`src/logic/cbh_consts.vh`:
```
// Constants for the card buffer head-one control block
// Behaviour
// - Output and input words share write period
// - Output-word write sets the read-stop flop
// - Input-word write clears the read-stop flop
// - Mid-word address digit sets or clears half
// - Half flag drives reader and punch outputs
// - Half flag holds, flips each half revolution
// - Head one writes punch area, head two reader
// - Heads alternate between the two buffer areas
// - Head two gating reversed from head one
// - Punch-half write needs flop, pedestal, gates
// - Punch setup sets read flop from readout
// - Punch setup clears read on half and count
// - Transfer sets read on fifth sentinel, twenty
// - Transfer clears read after each word
// - Even: third sentinel, upper unprimed rows
// - Even: fourth sentinel, upper primed rows
// - Even: first sentinel, lower unprimed rows
// - Even: second sentinel, lower primed rows
// - Odd selection swaps the sentinel fields
// - Input write set and clear phases, steps
`ifndef CBH_CONSTS_VH
`define CBH_CONSTS_VH
// Register byte offsets
`define CBH_CTRL_OFF 8'h00
`define CBH_STAT_OFF 8'h04
`define CBH_CNT_OFF 8'h08
// Control fields
`define CBH_C_SENSE 0
`define CBH_C_SETUP 1
`define CBH_C_XFER 2
`define CBH_C_EVEN 3
`define CBH_C_ODD 4
`define CBH_C_SORT 5
`define CBH_C_CLR 6
`define CBH_CTRL_W 6
`define CBH_CTRL_RST 6'h00
// Status fields
`define CBH_S_HALF 0
`define CBH_S_RDSTOP 1
`define CBH_S_WRITE 2
`define CBH_S_READ 3
// Counts
`define CBH_XFER_WORDS 8'h14
`define CBH_CNT_RST 8'h00
// Bus answers
`define CBH_RESP_OK 2'h0
`define CBH_RESP_ERR 2'h2
// Synchronised pin count
`define CBH_NPIN 21
`endif

```
`src/logic/cbh_card_buffer_head_one.v`:
```
// Head-one control for the read-punch half of the drum card buffer
//
// The AXI4-Lite register port and the register addresses were decided locally.
`timescale 1ns/10ps
`include "cbh_consts.vh"
module cbh_card_buffer_head_one (
  // Clock and reset
  input wire i_clk,
  input wire i_rstn,
  // AXI4-Lite write address
  input wire i_awvalid,
  output wire o_awready,
  input wire [7:0] i_awaddr,
  // AXI4-Lite write data
  input wire i_wvalid,
  output wire o_wready,
  input wire [31:0] i_wdata,
  input wire [3:0] i_wstrb,
  // AXI4-Lite write response
  output wire o_bvalid,
  input wire i_bready,
  output wire [1:0] o_bresp,
  // AXI4-Lite read address
  input wire i_arvalid,
  output wire o_arready,
  input wire [7:0] i_araddr,
  // AXI4-Lite read data
  output wire o_rvalid,
  input wire i_rready,
  output wire [31:0] o_rdata,
  output wire [1:0] o_rresp,
  // Drum timing pins
  input wire i_timing_msd_signal,
  input wire i_address_sample_phase,
  input wire i_write_set_phase,
  input wire i_write_clear_phase,
  input wire i_sentinel_first,
  input wire i_sentinel_second,
  input wire i_sentinel_third,
  input wire i_sentinel_fourth,
  input wire i_sentinel_fifth,
  // Row counter pins
  input wire i_row_upper_unprimed,
  input wire i_row_upper_primed,
  input wire i_row_lower_unprimed,
  input wire i_row_lower_primed,
  // Processor control pins
  input wire i_readout_set_level,
  input wire i_revolution_count_one,
  input wire i_punch_function,
  input wire i_output_word_read,
  input wire i_word_read_done,
  input wire i_write_pedestal,
  input wire i_write_input_gate,
  input wire i_head2_write_req,
  // Head indications
  output wire o_reader_half_under_head,
  output wire o_punch_half_under_head,
  output wire o_read_stop_level,
  // Flop states and strobes
  output wire o_write_ff,
  output wire o_read_ff,
  output reg o_group_step,
  output reg o_upper_half_store_strobe,
  // Gate enables
  output reg o_head1_punch_write,
  output reg o_head1_reader_gate,
  output reg o_head1_punch_gate,
  output reg o_head2_punch_read_gate,
  output reg o_head2_reader_rw_gate,
  output reg o_head2_write_gate,
  // Card unit sort request
  output wire o_sort_request
);

  // Address decode shared by both bus paths
  function addr_ok;
    input [7:0] a;
    begin
      addr_ok = (a == `CBH_CTRL_OFF) | (a == `CBH_STAT_OFF) | (a == `CBH_CNT_OFF);
    end
  endfunction

  wire [`CBH_NPIN-1:0] pins;
  reg [`CBH_NPIN-1:0] s1_q;
  reg [`CBH_NPIN-1:0] s2_q;
  reg [`CBH_NPIN-1:0] s3_q;

  // Pin vector gathered for synchronising
  assign pins = {i_head2_write_req, i_write_input_gate, i_write_pedestal,
    i_word_read_done, i_output_word_read, i_punch_function,
    i_revolution_count_one, i_readout_set_level,
    i_row_lower_primed, i_row_lower_unprimed,
    i_row_upper_primed, i_row_upper_unprimed,
    i_sentinel_fifth, i_sentinel_fourth, i_sentinel_third,
    i_sentinel_second, i_sentinel_first,
    i_write_clear_phase, i_write_set_phase,
    i_address_sample_phase, i_timing_msd_signal};

  // Two-flop synchroniser plus edge stage
  always @(posedge i_clk) begin
    if (!i_rstn) begin
      s1_q <= {`CBH_NPIN{1'b0}};
      s2_q <= {`CBH_NPIN{1'b0}};
      s3_q <= {`CBH_NPIN{1'b0}};
    end else begin
      s1_q <= pins;
      s2_q <= s1_q;
      s3_q <= s2_q;
    end
  end

  wire [`CBH_NPIN-1:0] rise;
  assign rise = s2_q & ~s3_q;

  // Named synchronised levels and edges
  wire msd_high = s2_q[0];
  wire sample_p = rise[1];
  wire wset_p = rise[2];
  wire wclr_p = rise[3];
  wire sen1 = s2_q[4];
  wire sen2 = s2_q[5];
  wire sen3 = s2_q[6];
  wire sen4 = s2_q[7];
  wire sen5_p = rise[8];
  wire row_uu = s2_q[9];
  wire row_up = s2_q[10];
  wire row_lu = s2_q[11];
  wire row_lp = s2_q[12];
  wire readout_p = rise[13];
  wire rev_one = s2_q[14];
  wire punch_fn = s2_q[15];
  wire out_word_p = rise[16];
  wire word_done_p = rise[17];
  wire pedestal = s2_q[18];
  wire wr_gate = s2_q[19];
  wire h2_wreq = s2_q[20];

  // Register state
  reg [`CBH_CTRL_W-1:0] ctrl_q;
  reg half_q;
  reg rdstop_q;
  reg write_q;
  reg read_q;
  reg [7:0] in_cnt_q;
  reg [7:0] xfer_cnt_q;
  reg clr_cnt_q;

  wire sense_en = ctrl_q[`CBH_C_SENSE];
  wire setup_en = ctrl_q[`CBH_C_SETUP];
  wire xfer_en = ctrl_q[`CBH_C_XFER];
  wire even_sel = ctrl_q[`CBH_C_EVEN] & ~ctrl_q[`CBH_C_ODD];
  wire odd_sel = ctrl_q[`CBH_C_ODD] & ~ctrl_q[`CBH_C_EVEN];

  // Software sort bit drives the card unit; it must be set before the deadline
  assign o_sort_request = ctrl_q[`CBH_C_SORT];

  // Head-half indicator sampled mid-word; a high digit line means digit 0
  always @(posedge i_clk) begin
    if (!i_rstn) begin
      half_q <= 1'b0;
    end else if (sample_p) begin
      half_q <= ~msd_high;
    end
  end

  // Complementary half outputs, cleared means reader line low
  assign o_reader_half_under_head = half_q;
  assign o_punch_half_under_head = ~half_q;

  // Sentinel and row match per group selection
  wire even_hit = (sen3 & row_uu) | (sen4 & row_up) | (sen1 & row_lu) | (sen2 & row_lp);
  wire odd_hit = (sen1 & row_uu) | (sen2 & row_up) | (sen3 & row_lu) | (sen4 & row_lp);
  wire in_hit = (even_sel & even_hit) | (odd_sel & odd_hit);

  // Write set and clear conditions for both word streams
  wire o_set = punch_fn & out_word_p & half_q;
  wire i_set = sense_en & half_q & wset_p & in_hit & ~o_set;
  wire o_clr = punch_fn & half_q & rdstop_q & wclr_p;
  wire i_clr = ~rdstop_q & wclr_p;

  // Write and read-stop flops; a set always beats a clear
  always @(posedge i_clk) begin
    if (!i_rstn) begin
      write_q <= 1'b0;
      rdstop_q <= 1'b0;
      o_group_step <= 1'b0;
    end else begin
      o_group_step <= 1'b0;
      if (o_set) begin
        write_q <= 1'b1;
        rdstop_q <= 1'b1;
      end else if (i_set) begin
        write_q <= 1'b1;
        rdstop_q <= 1'b0;
      end else if (write_q & o_clr) begin
        write_q <= 1'b0;
      end else if (write_q & i_clr) begin
        write_q <= 1'b0;
        o_group_step <= 1'b1;
      end
    end
  end

  // Read-stop line is low from an output-word set until the next input-word set
  assign o_read_stop_level = ~rdstop_q;
  assign o_write_ff = write_q;
  assign o_read_ff = read_q;

  // Transfer set condition, limited to twenty words from address 100
  wire x_set = xfer_en & half_q & sen5_p & (xfer_cnt_q < `CBH_XFER_WORDS);
  wire s_set = setup_en & readout_p;

  // Head-one read flop for punch setup and buffer-to-storage transfer
  always @(posedge i_clk) begin
    if (!i_rstn) begin
      read_q <= 1'b0;
      o_upper_half_store_strobe <= 1'b0;
    end else begin
      o_upper_half_store_strobe <= x_set;
      if (s_set | x_set) begin
        read_q <= 1'b1;
      end else if (setup_en & half_q & rev_one) begin
        read_q <= 1'b0;
      end else if (xfer_en & word_done_p) begin
        read_q <= 1'b0;
      end
    end
  end

  // Event counters, cleared from software
  always @(posedge i_clk) begin
    if (!i_rstn) begin
      in_cnt_q <= `CBH_CNT_RST;
      xfer_cnt_q <= `CBH_CNT_RST;
    end else if (clr_cnt_q) begin
      in_cnt_q <= `CBH_CNT_RST;
      xfer_cnt_q <= `CBH_CNT_RST;
    end else begin
      if (i_set) begin
        in_cnt_q <= in_cnt_q + 8'h01;
      end
      if (x_set) begin
        xfer_cnt_q <= xfer_cnt_q + 8'h01;
      end
    end
  end

  // Gate enables registered from head state
  always @(posedge i_clk) begin
    if (!i_rstn) begin
      o_head1_punch_write <= 1'b0;
      o_head1_reader_gate <= 1'b1; // Cleared half puts reader area under head one
      o_head1_punch_gate <= 1'b0;
      o_head2_punch_read_gate <= 1'b1;
      o_head2_reader_rw_gate <= 1'b0;
      o_head2_write_gate <= 1'b0;
    end else begin
      o_head1_punch_write <= write_q & pedestal & wr_gate & half_q;
      o_head1_reader_gate <= ~half_q;
      o_head1_punch_gate <= half_q;
      o_head2_punch_read_gate <= ~half_q;
      o_head2_reader_rw_gate <= half_q;
      o_head2_write_gate <= half_q & h2_wreq;
    end
  end

  // AXI4-Lite write side
  reg aw_have_q;
  reg w_have_q;
  reg [7:0] awaddr_q;
  reg [31:0] wdata_q;
  reg [3:0] wstrb_q;
  reg bvalid_q;
  reg [1:0] bresp_q;

  assign o_awready = ~aw_have_q & ~bvalid_q;
  assign o_wready = ~w_have_q & ~bvalid_q;
  assign o_bvalid = bvalid_q;
  assign o_bresp = bresp_q;

  wire wr_go = aw_have_q & w_have_q & ~bvalid_q;

  // Capture address and data in either order, answer once both are held
  always @(posedge i_clk) begin
    if (!i_rstn) begin
      aw_have_q <= 1'b0;
      w_have_q <= 1'b0;
      awaddr_q <= 8'h00;
      wdata_q <= 32'h0000_0000;
      wstrb_q <= 4'h0;
      bvalid_q <= 1'b0;
      bresp_q <= `CBH_RESP_OK;
    end else begin
      if (i_awvalid & o_awready) begin
        aw_have_q <= 1'b1;
        awaddr_q <= i_awaddr;
      end
      if (i_wvalid & o_wready) begin
        w_have_q <= 1'b1;
        wdata_q <= i_wdata;
        wstrb_q <= i_wstrb;
      end
      if (wr_go) begin
        aw_have_q <= 1'b0;
        w_have_q <= 1'b0;
        bvalid_q <= 1'b1;
        bresp_q <= addr_ok(awaddr_q) ? `CBH_RESP_OK : `CBH_RESP_ERR;
      end else if (bvalid_q & i_bready) begin
        bvalid_q <= 1'b0;
      end
    end
  end

  // Control register write and one-cycle count clear
  wire ctrl_wr = wr_go & (awaddr_q == `CBH_CTRL_OFF) & wstrb_q[0];

  always @(posedge i_clk) begin
    if (!i_rstn) begin
      ctrl_q <= `CBH_CTRL_RST;
      clr_cnt_q <= 1'b0;
    end else begin
      clr_cnt_q <= ctrl_wr & wdata_q[`CBH_C_CLR];
      if (ctrl_wr) begin
        ctrl_q <= wdata_q[`CBH_CTRL_W-1:0];
      end
    end
  end

  // AXI4-Lite read side
  reg rvalid_q;
  reg [31:0] rdata_q;
  reg [1:0] rresp_q;
  reg [31:0] rd_mux;

  assign o_arready = ~rvalid_q;
  assign o_rvalid = rvalid_q;
  assign o_rdata = rdata_q;
  assign o_rresp = rresp_q;

  // Read data select, unused bits read as zero
  always @* begin
    rd_mux = 32'h0000_0000;
    case (i_araddr)
      `CBH_CTRL_OFF: begin
        rd_mux[`CBH_CTRL_W-1:0] = ctrl_q;
      end
      `CBH_STAT_OFF: begin
        rd_mux[`CBH_S_HALF] = half_q;
        rd_mux[`CBH_S_RDSTOP] = rdstop_q;
        rd_mux[`CBH_S_WRITE] = write_q;
        rd_mux[`CBH_S_READ] = read_q;
      end
      `CBH_CNT_OFF: begin
        rd_mux[15:0] = {xfer_cnt_q, in_cnt_q};
      end
      default: begin
        rd_mux = 32'h0000_0000;
      end
    endcase
  end

  // Read answer one cycle after the address is taken
  always @(posedge i_clk) begin
    if (!i_rstn) begin
      rvalid_q <= 1'b0;
      rdata_q <= 32'h0000_0000;
      rresp_q <= `CBH_RESP_OK;
    end else if (i_arvalid & o_arready) begin
      rvalid_q <= 1'b1;
      rdata_q <= rd_mux;
      rresp_q <= addr_ok(i_araddr) ? `CBH_RESP_OK : `CBH_RESP_ERR;
    end else if (rvalid_q & i_rready) begin
      rvalid_q <= 1'b0;
    end
  end

endmodule

```
`config.mk`:
```
export PLATFORM = sky130hd
export DESIGN_NAME = cbh_card_buffer_head_one
export DESIGN_NICKNAME = d
export VERILOG_FILES = /design/src/logic/cbh_card_buffer_head_one.v
export VERILOG_INCLUDE_DIRS = /design/src /design/src/logic
export SDC_FILE = /design/constraint.sdc
export NUM_CORES = 1
export LEC_CHECK = 0
export BUFFER_PORTS_ARGS = -buffer_cell sky130_fd_sc_hd__buf_4
export CAP_MARGIN = 5
export CORE_ASPECT_RATIO = 0.75
export CORE_MARGIN = 2
export CORE_UTILIZATION = 46
export DETAILED_ROUTE_END_ITERATION = 8
export HOLD_SLACK_MARGIN = 0.03
export PLACE_DENSITY = 0.76
export SETUP_SLACK_MARGIN = 0.4
export SLEW_MARGIN = 20
export SYNTH_ARGS = -nofsm -noshare
export SYNTH_HDL_FRONTEND = slang
export SYNTH_SLANG_ARGS = --single-unit
```
`constraint.sdc`:
```
create_clock -name i_clk -period 1.3 [get_ports i_clk]
set_input_delay 0.26 -clock i_clk [delete_from_list [all_inputs] [get_ports i_clk]]
set_output_delay 0.26 -clock i_clk [all_outputs]
set_load 0.1 [all_outputs]
```
==> flow_summary_export.csv, run 1 <==
group,metric,value,unit
worst_setup_path,crit_cells,4,
cells_and_area,drive_above_1_share,54.1,%
logic_synthesis,synth_xor_area_share,0.393,%
clocking,cts_tree,"yes",
logic_synthesis,synth_top_cell_by_area,"dfxtp_1",
sta,max_freq,0.669,GHz
clocking,cts-root-buf,"clkbuf_16",
logic_synthesis,muxShareOfSynthArea,4.52,%
status,violations,"negative setup slack",
global_routing,grt_usage,22.9,%
floorplanning,core.rowCount,31,
detailed_routing,avgViaCountPerCell,5.07,
logic_synthesis,synth_adder_area_share,0.562,%
cells_and_area,final-instance-count-excl-fill,755,
sta,rsz0062_at_grt,"true",
pwr,power.density,1320,nW/um^2
worst_setup_path,critPathTopFamily,"compound AO/OA/AOI/OAI gates",
logic_synthesis,synth-simple-area-share,23.9,%
logic_synthesis,synth_top_area_share,53.9,%
pwr,power.ir.vdd_worst,0.000854,V
logic_synthesis,postSynthAreaPerCell,9.66,um^2
clocking,clk_latency,0.41,ns
clocking,cts_buffers,17,
detailed_routing,wl_per_cell,17.2,um
logic_synthesis,synthMostInstantiatedCell,"dfxtp_1",
detailed_routing,vias,3828,
sta,maxSlewViolCount,0,
floorplanning,dieArea,10500,um^2
worst_setup_path,r2r_cells,4,
pwr,p_sw_share,27.4,%
logic_synthesis,synth_compound_area_share,10.6,%
clocking,clk_pin_slew,0.06,ns
floorplanning,dieHeight,89.2,um
placement,detailed_place_hpwl,6660,um
worst_setup_path,max_stage_delay,0.42,ns
global_routing,grt_overflow,0,
placement,place.gp.congestion,0.825,
pwr,p_switching,2.66,mW
pwr,internal_power,7.03,mW
logic_synthesis,synth-seq-area-share,53.9,%
worst_setup_path,path_class,"reg2reg",
placement,io_buffer_count,88,
detailed_routing,totalWireLength,13000,um
detailed_routing,route.detailed.drc,0,
global_routing,grt_pass1_vias,3663,
floorplanning,num_io_pins,135,
detailed_routing,final_antenna_net_count,0,
pwr,power_leakage,3.01,nW
logic_synthesis,ys.flop_type,"dfxtp_1",
clocking,clock_sinks,120,
pwr,power_frac_seq,39.9,%
sta,period_share,115,%
logic_synthesis,netlist_area,4450,um^2
logic_synthesis,ys_types,43,
clocking,clk_path_buf_depth,2,
floorplanning,core_area,9540,um^2
sta,fin_ws,-0.195,ns
clocking,h-tree-depth,4,
pwr,clockPowerShare,47.0,%
sta,min_period,1.50,ns
cells_and_area,area_growth,65.2,%
worst_setup_path,crit_fanout,3,
floorplanning,start_util,46.7,%
logic_synthesis,synth_warnings,0,
min_path,holdCritPathClass,"in2reg",
status,status,"finished with violations",
sta,skew,0.00858,ns
cells_and_area,fin_nets,692,
global_routing,grt_antenna_before_repair,0,
logic_synthesis,ys_top_cells_by_count,"120 x dfxtp_1, 56 x nand2_1, 55 x and2_1, 35 x a21oi_1, 35 x nor2_1",
worst_setup_path,worstPathArrival,1.83,ns
logic_synthesis,yosys_register_bits,120,
cells_and_area,antenna_cells,0,
sta,setup_viol_count_final,29,
worst_setup_path,path_cells,"and4b_4, o2111ai_4, a2111oi_4, mux2i_1",
logic_synthesis,ys_top_cells_by_area,"dfxtp_1 54%, and2_1 7.7%, nand2_1 4.7%",
logic_synthesis,synth_top_family_by_area,"simple AND/OR/NAND/NOR gates",
global_routing,grt_start_max_net_pins,56,
min_path,holdPathStages,2,
detailed_routing,drt_first_iter_violations,154,
worst_setup_path,critPathSlowestCell,"a2111oi_4",
pwr,p_comb_share,13.1,%
worst_setup_path,crit_buf_inv,0,
sta,finalHoldViolations,0,
logic_synthesis,synth-edff-count,0,
worst_setup_path,required,1.64,ns
global_routing,grt_first_pass_wirelength,18500,um
placement,place_inst,683,
worst_setup_path,end_kind,"flop",
detailed_routing,drtPass1Iterations,4,
job,cap_violations,0,
logic_synthesis,ys_async_sr_fraction,0,%
logic_synthesis,syn_inst,461,
placement,pre_cts_slack,-0.192,ns
worst_setup_path,start_kind,"flop",
floorplanning,die-width,118,um
==> metal layers <==
layer | vias to the layer above | track usage (%) | part of all wire (%)
met5 | - | 0 | 0
met2 | 138 | 41.4 | 52
met1 | 1836 | 26.0 | 41
met3 | 22 | 7.08 | 5.6
met4 | 0 | 9.09 | 2.1
li1 | 1832 | - | -
==> timing repair <==
action,CTS,global route
hold buffers,1,0
setup buffers,19,15
hold endpoints to repair,1,0
endpoints found under the setup margin,99,102
resized for setup,183,81
gates cloned,3,2
pin swaps,25,31
==> final timing paths <==
path | start | slack (ns) | end
hold / removal | i_output_word_read | 0.05 | s1_q[16]
setup / recovery | s3_q[2] | -0.20 | in_cnt_q[7]
hold reg to reg | s2_q[0] | 0.40 | o_reader_half_under_head
setup reg to reg | s3_q[2] | -0.20 | in_cnt_q[7]
==> worst reg2reg max path, delay by kind of cell (launching register included) <==
| kind | cells | cell delay [ns] |
|---|---|---|
| AO/OA/AOI/OAI | 2 | 0.57 |
| flip-flops | 1 | 0.29 |
| AND/OR/NAND/NOR | 1 | 0.35 |
| multiplexers | 1 | 0.22 |
==> per-stage QoR <==
step / hold slack [ns] / setup TNS [ns] / util [%] / total power, mW / area, um^2
floorplan: 0.349 / -15.14 / - / 4.66 / 4690
global placement: 0.391 / -1.79 / 56.9 / 4.83 / 5430
detailed placement: 0.386 / -2.90 / 56.9 / 4.85 / 5430
CTS: 0.0463 / -2.22 / 72.5 / 9.54 / 6920
global route: 0.0402 / -4.17 / 77.1 / 10.0 / 7360
finish: 0.0518 / -3.04 / 77.1 / 9.69 / 7360
==> layout by cell type (no fill, tap or decap), types with 3 or more instances in the layout <==
cell type	Yosys	routed
buf_4	20	83
nor2_1	35	29
buf_6	1	27
inv_1	7	3
nand2_2	0	19
mux2i_1	19	17
nand2_1	56	30
a21oi_4	0	3
buf_12	0	38
nand2_4	0	7
nand2b_1	3	3
nand3_2	1	4
nand3b_1	3	3
a21oi_2	0	23
conb_1	1	18
and2_4	0	4
dfxtp_4	0	14
nand4b_1	3	3
clkinvlp_4	0	5
dfxtp_1	120	81
a21oi_1	35	9
clkbuf_16	0	18
inv_6	0	7
nand4_1	5	5
nor2_2	0	4
or2_2	7	7
a22oi_2	0	10
o2bb2ai_2	0	3
dfxtp_2	0	25
and2_1	55	52
nand3_1	14	9
==> registers in the layout (all words and copies together) (netlist names), 6 cells and up <==
name and cells:
awaddr_q 8, o_rdata 16, s3_q 7, ctrl_q 6
in_cnt_q 8, s1_q 21, xfer_cnt_q 8, s2_q 21
wdata_q 7
==> cell families after synthesis <==
logic type	count (synthesis)
adder cells (fa/ha/maj)	2
other	1
AND/OR/NAND/NOR	200
XOR/XNOR	2
buffers and inverters	49
multiplexers	20
AO/OA/AOI/OAI	67
flip-flops	120
==> cell type report <==
type / instances / area (um^2)
well taps: 132 / 165
inverters: 7 / 37.5
repair buffers: 151 / 1730
multi-input cells: 313 / 2360
clock buffers: 18 / 450
flip-flops and latches: 120 / 2490
clock inverters: 14 / 131
fillers: 597 / 2190
==> power groups by stage <==
stage	registers [mW]	logic [mW]	clock network, mW
2_1_floorplan	4.00	0.662	0
5_1_grt	3.87	1.33	4.80
4_1_cts	3.86	1.10	4.59
3_3_place_gp	3.93	0.904	0
6_report	3.87	1.27	4.55
3_5_place_dp	3.93	0.919	0
Note: power is estimated with default switching activity, not from simulation.
==> run 2, diff against run 1 <==
- CORE_ASPECT_RATIO: 0.75 -> not set
==> run 2 against run 1 <==
Against the previous run:
- sequential power barely moved
- utilization grew 5.3 points
- the flow still finishes with violations (negative setup slack)
- highest routed layer unchanged
- cell count is 4.5% higher
- sequential share of layout area is 1.5 points lower
- critical path type unchanged
- via count up 12%
==> flow_summary_export.csv, run 2 (synthesized netlist as in run 1, its figures left out) <==
group,metric,value,unit
status,status,"finished with violations",
status,violations,"negative setup slack",
worst_setup_path,end_kind,"flop",
clocking,clk_pin_slew,0.06,ns
detailed_routing,drt_first_iter_violations,301,
sta,min_period,1.60,ns
placement,place_inst,683,
global_routing,grt_overflow,0,
detailed_routing,route.detailed.drc,0,
sta,period_share,123,%
pwr,power_leakage,3.13,nW
pwr,p_switching,2.59,mW
cells_and_area,drive_above_1_share,48.8,%
cells_and_area,area_growth,72.5,%
global_routing,grt_pass1_vias,4149,
sta,slew_headroom,65.2,%
cells_and_area,fin_nets,730,
worst_setup_path,required,1.74,ns
detailed_routing,vias,4293,
global_routing,grt_start_max_net_pins,44,
clocking,h-tree-depth,4,
worst_setup_path,critPathSlowestCell,"a2111oi_4",
worst_setup_path,start_kind,"flop",
sta,setup_viol_count_final,61,
sta,skew,0.00739,ns
global_routing,grt_usage,26.5,%
detailed_routing,final_antenna_net_count,0,
clocking,clk_latency,0.53,ns
floorplanning,dieHeight,102,um
cells_and_area,fill_cells,442,
worst_setup_path,path_cells,"and4b_4, o2111ai_4, a2111oi_4, mux2i_1",
pwr,power_frac_seq,39.8,%
sta,maxSlewViolCount,0,
pwr,clockPowerShare,46.1,%
placement,place.gp.congestion,0.871,
pwr,p_comb_share,14.1,%
cells_and_area,final_cell_mix,"89 x buf_4, 80 x dfxtp_1, 53 x and2_1, 39 x dlygate4sd3_1, 38 x nand2_1",
detailed_routing,totalWireLength,15900,um
sta,worst_pin_slew,0.522,ns
worst_setup_path,worstPathArrival,2.04,ns
cells_and_area,seqCellArea,2480,um^2
cells_and_area,final-instance-count-excl-fill,789,
placement,io_buffer_count,88,
sta,fin_ws,-0.296,ns
cells_and_area,multi_input_comb_area,2320,um^2
clocking,cts_buffers,17,
floorplanning,core.rowCount,35,
floorplanning,dieArea,10500,um^2
floorplanning,core_area,9330,um^2
clocking,cts-root-buf,"clkbuf_8",
global_routing,grt_antenna_before_repair,0,
worst_setup_path,crit_fanout,3,
detailed_routing,avgViaCountPerCell,5.44,
pwr,p_sw_share,26.7,%
placement,detailed_place_hpwl,6710,um
floorplanning,start_util,47.7,%
sta,rsz0062_at_grt,"true",
clocking,cts_tree,"yes",
sta,max_freq,0.627,GHz
placement,pre_cts_slack,-0.159,ns
pwr,internal_power,7.14,mW
detailed_routing,drtPass1Iterations,5,
cells_and_area,final_common_cell,"buf_4",
cells_and_area,antenna_cells,0,
worst_setup_path,max_stage_delay,0.42,ns
detailed_routing,wl_per_cell,20.2,um
sta,finalHoldViolations,0,
min_path,holdCritPathClass,"in2reg",
worst_setup_path,path_class,"reg2reg",
job,cap_violations,0,
floorplanning,die-width,102,um
global_routing,grt_first_pass_wirelength,20800,um
floorplanning,num_io_pins,135,
clocking,clk_path_buf_depth,2,
clocking,clock_sinks,120,
pwr,power.ir.vdd_worst,0.000863,V
pwr,power.density,1270,nW/um^2
[run 2: power groups by stage]
stage / registers [mW] / clock network [mW] / logic (mW)
2_1_floorplan: 4.00 / 0 / 0.662
3_3_place_gp: 3.92 / 0 / 0.901
3_5_place_dp: 3.93 / 0 / 0.913
4_1_cts: 3.87 / 4.41 / 1.20
5_1_grt: 3.88 / 4.68 / 1.42
6_report: 3.88 / 4.49 / 1.37
[run 2: routing by layer]
metal | GRT usage (%) | share of wire, % | up-vias
li1 | - | - | 1901
met2 | 47.4 | 53 | 245
met1 | 27.5 | 36 | 2059
met3 | 8.21 | 6.2 | 88
met4 | 15.1 | 5.4 | 0
met5 | 0 | 0 | -
[run 2: metrics by stage]
step,power (mW),util [%],area (um^2),hold slack (ns),TNS [ns]
4_1_cts,9.47,77.5,7220,0.0351,-3.53
2_1_floorplan,4.66,-,4690,0.349,-15.14
6_report,9.73,82.4,7680,0.123,-5.11
3_5_place_dp,4.84,58.3,5440,0.398,-2.70
5_1_grt,9.99,82.4,7680,0.115,-7.50
3_3_place_gp,4.82,58.3,5440,0.391,-0.975
[run 2: timing repair]
item                                    4_1_cts  5_1_grt
endpoints found under the setup margin       98      101
hold endpoints to repair                     39        0
buffers inserted                             18       15
gates cloned                                  3        0
hold buffers                                 39        0
gates resized for setup                     171       82
pin swaps                                    22       36
[run 2: cell type report]
cell class / instances / area share, %
Sequential cell: 120 / 32.3
Multi-Input combinational cell: 311 / 30.2
Timing Repair Buffer: 191 / 27.4
Clock buffer: 26 / 7.04
Tap cell: 129 / 2.10
Inverter: 7 / 0.489
Clock inverter: 5 / 0.391
[run 2: final timing paths]
| check | start | endpoint | slack, ns | cells after the start |
|---|---|---|---|---|
| worst min-delay path | i_awvalid | awaddr_q[4] | 0.12 | 4 |
| worst min register to register | s1_q[5] | s2_q[5] | 0.43 | 1 |
| worst max-delay path | s3_q[2] | in_cnt_q[7] | -0.30 | 4 |
| worst max register to register | s3_q[2] | in_cnt_q[7] | -0.30 | 4 |
[run 2: critical path, delay by kind of cell (launching register included)]
kind             cells  cell delay [ns]
flip-flops           1             0.29
AND/OR/NAND/NOR      1             0.35
multiplexers         1             0.27
AO/OA/AOI/OAI        2             0.59
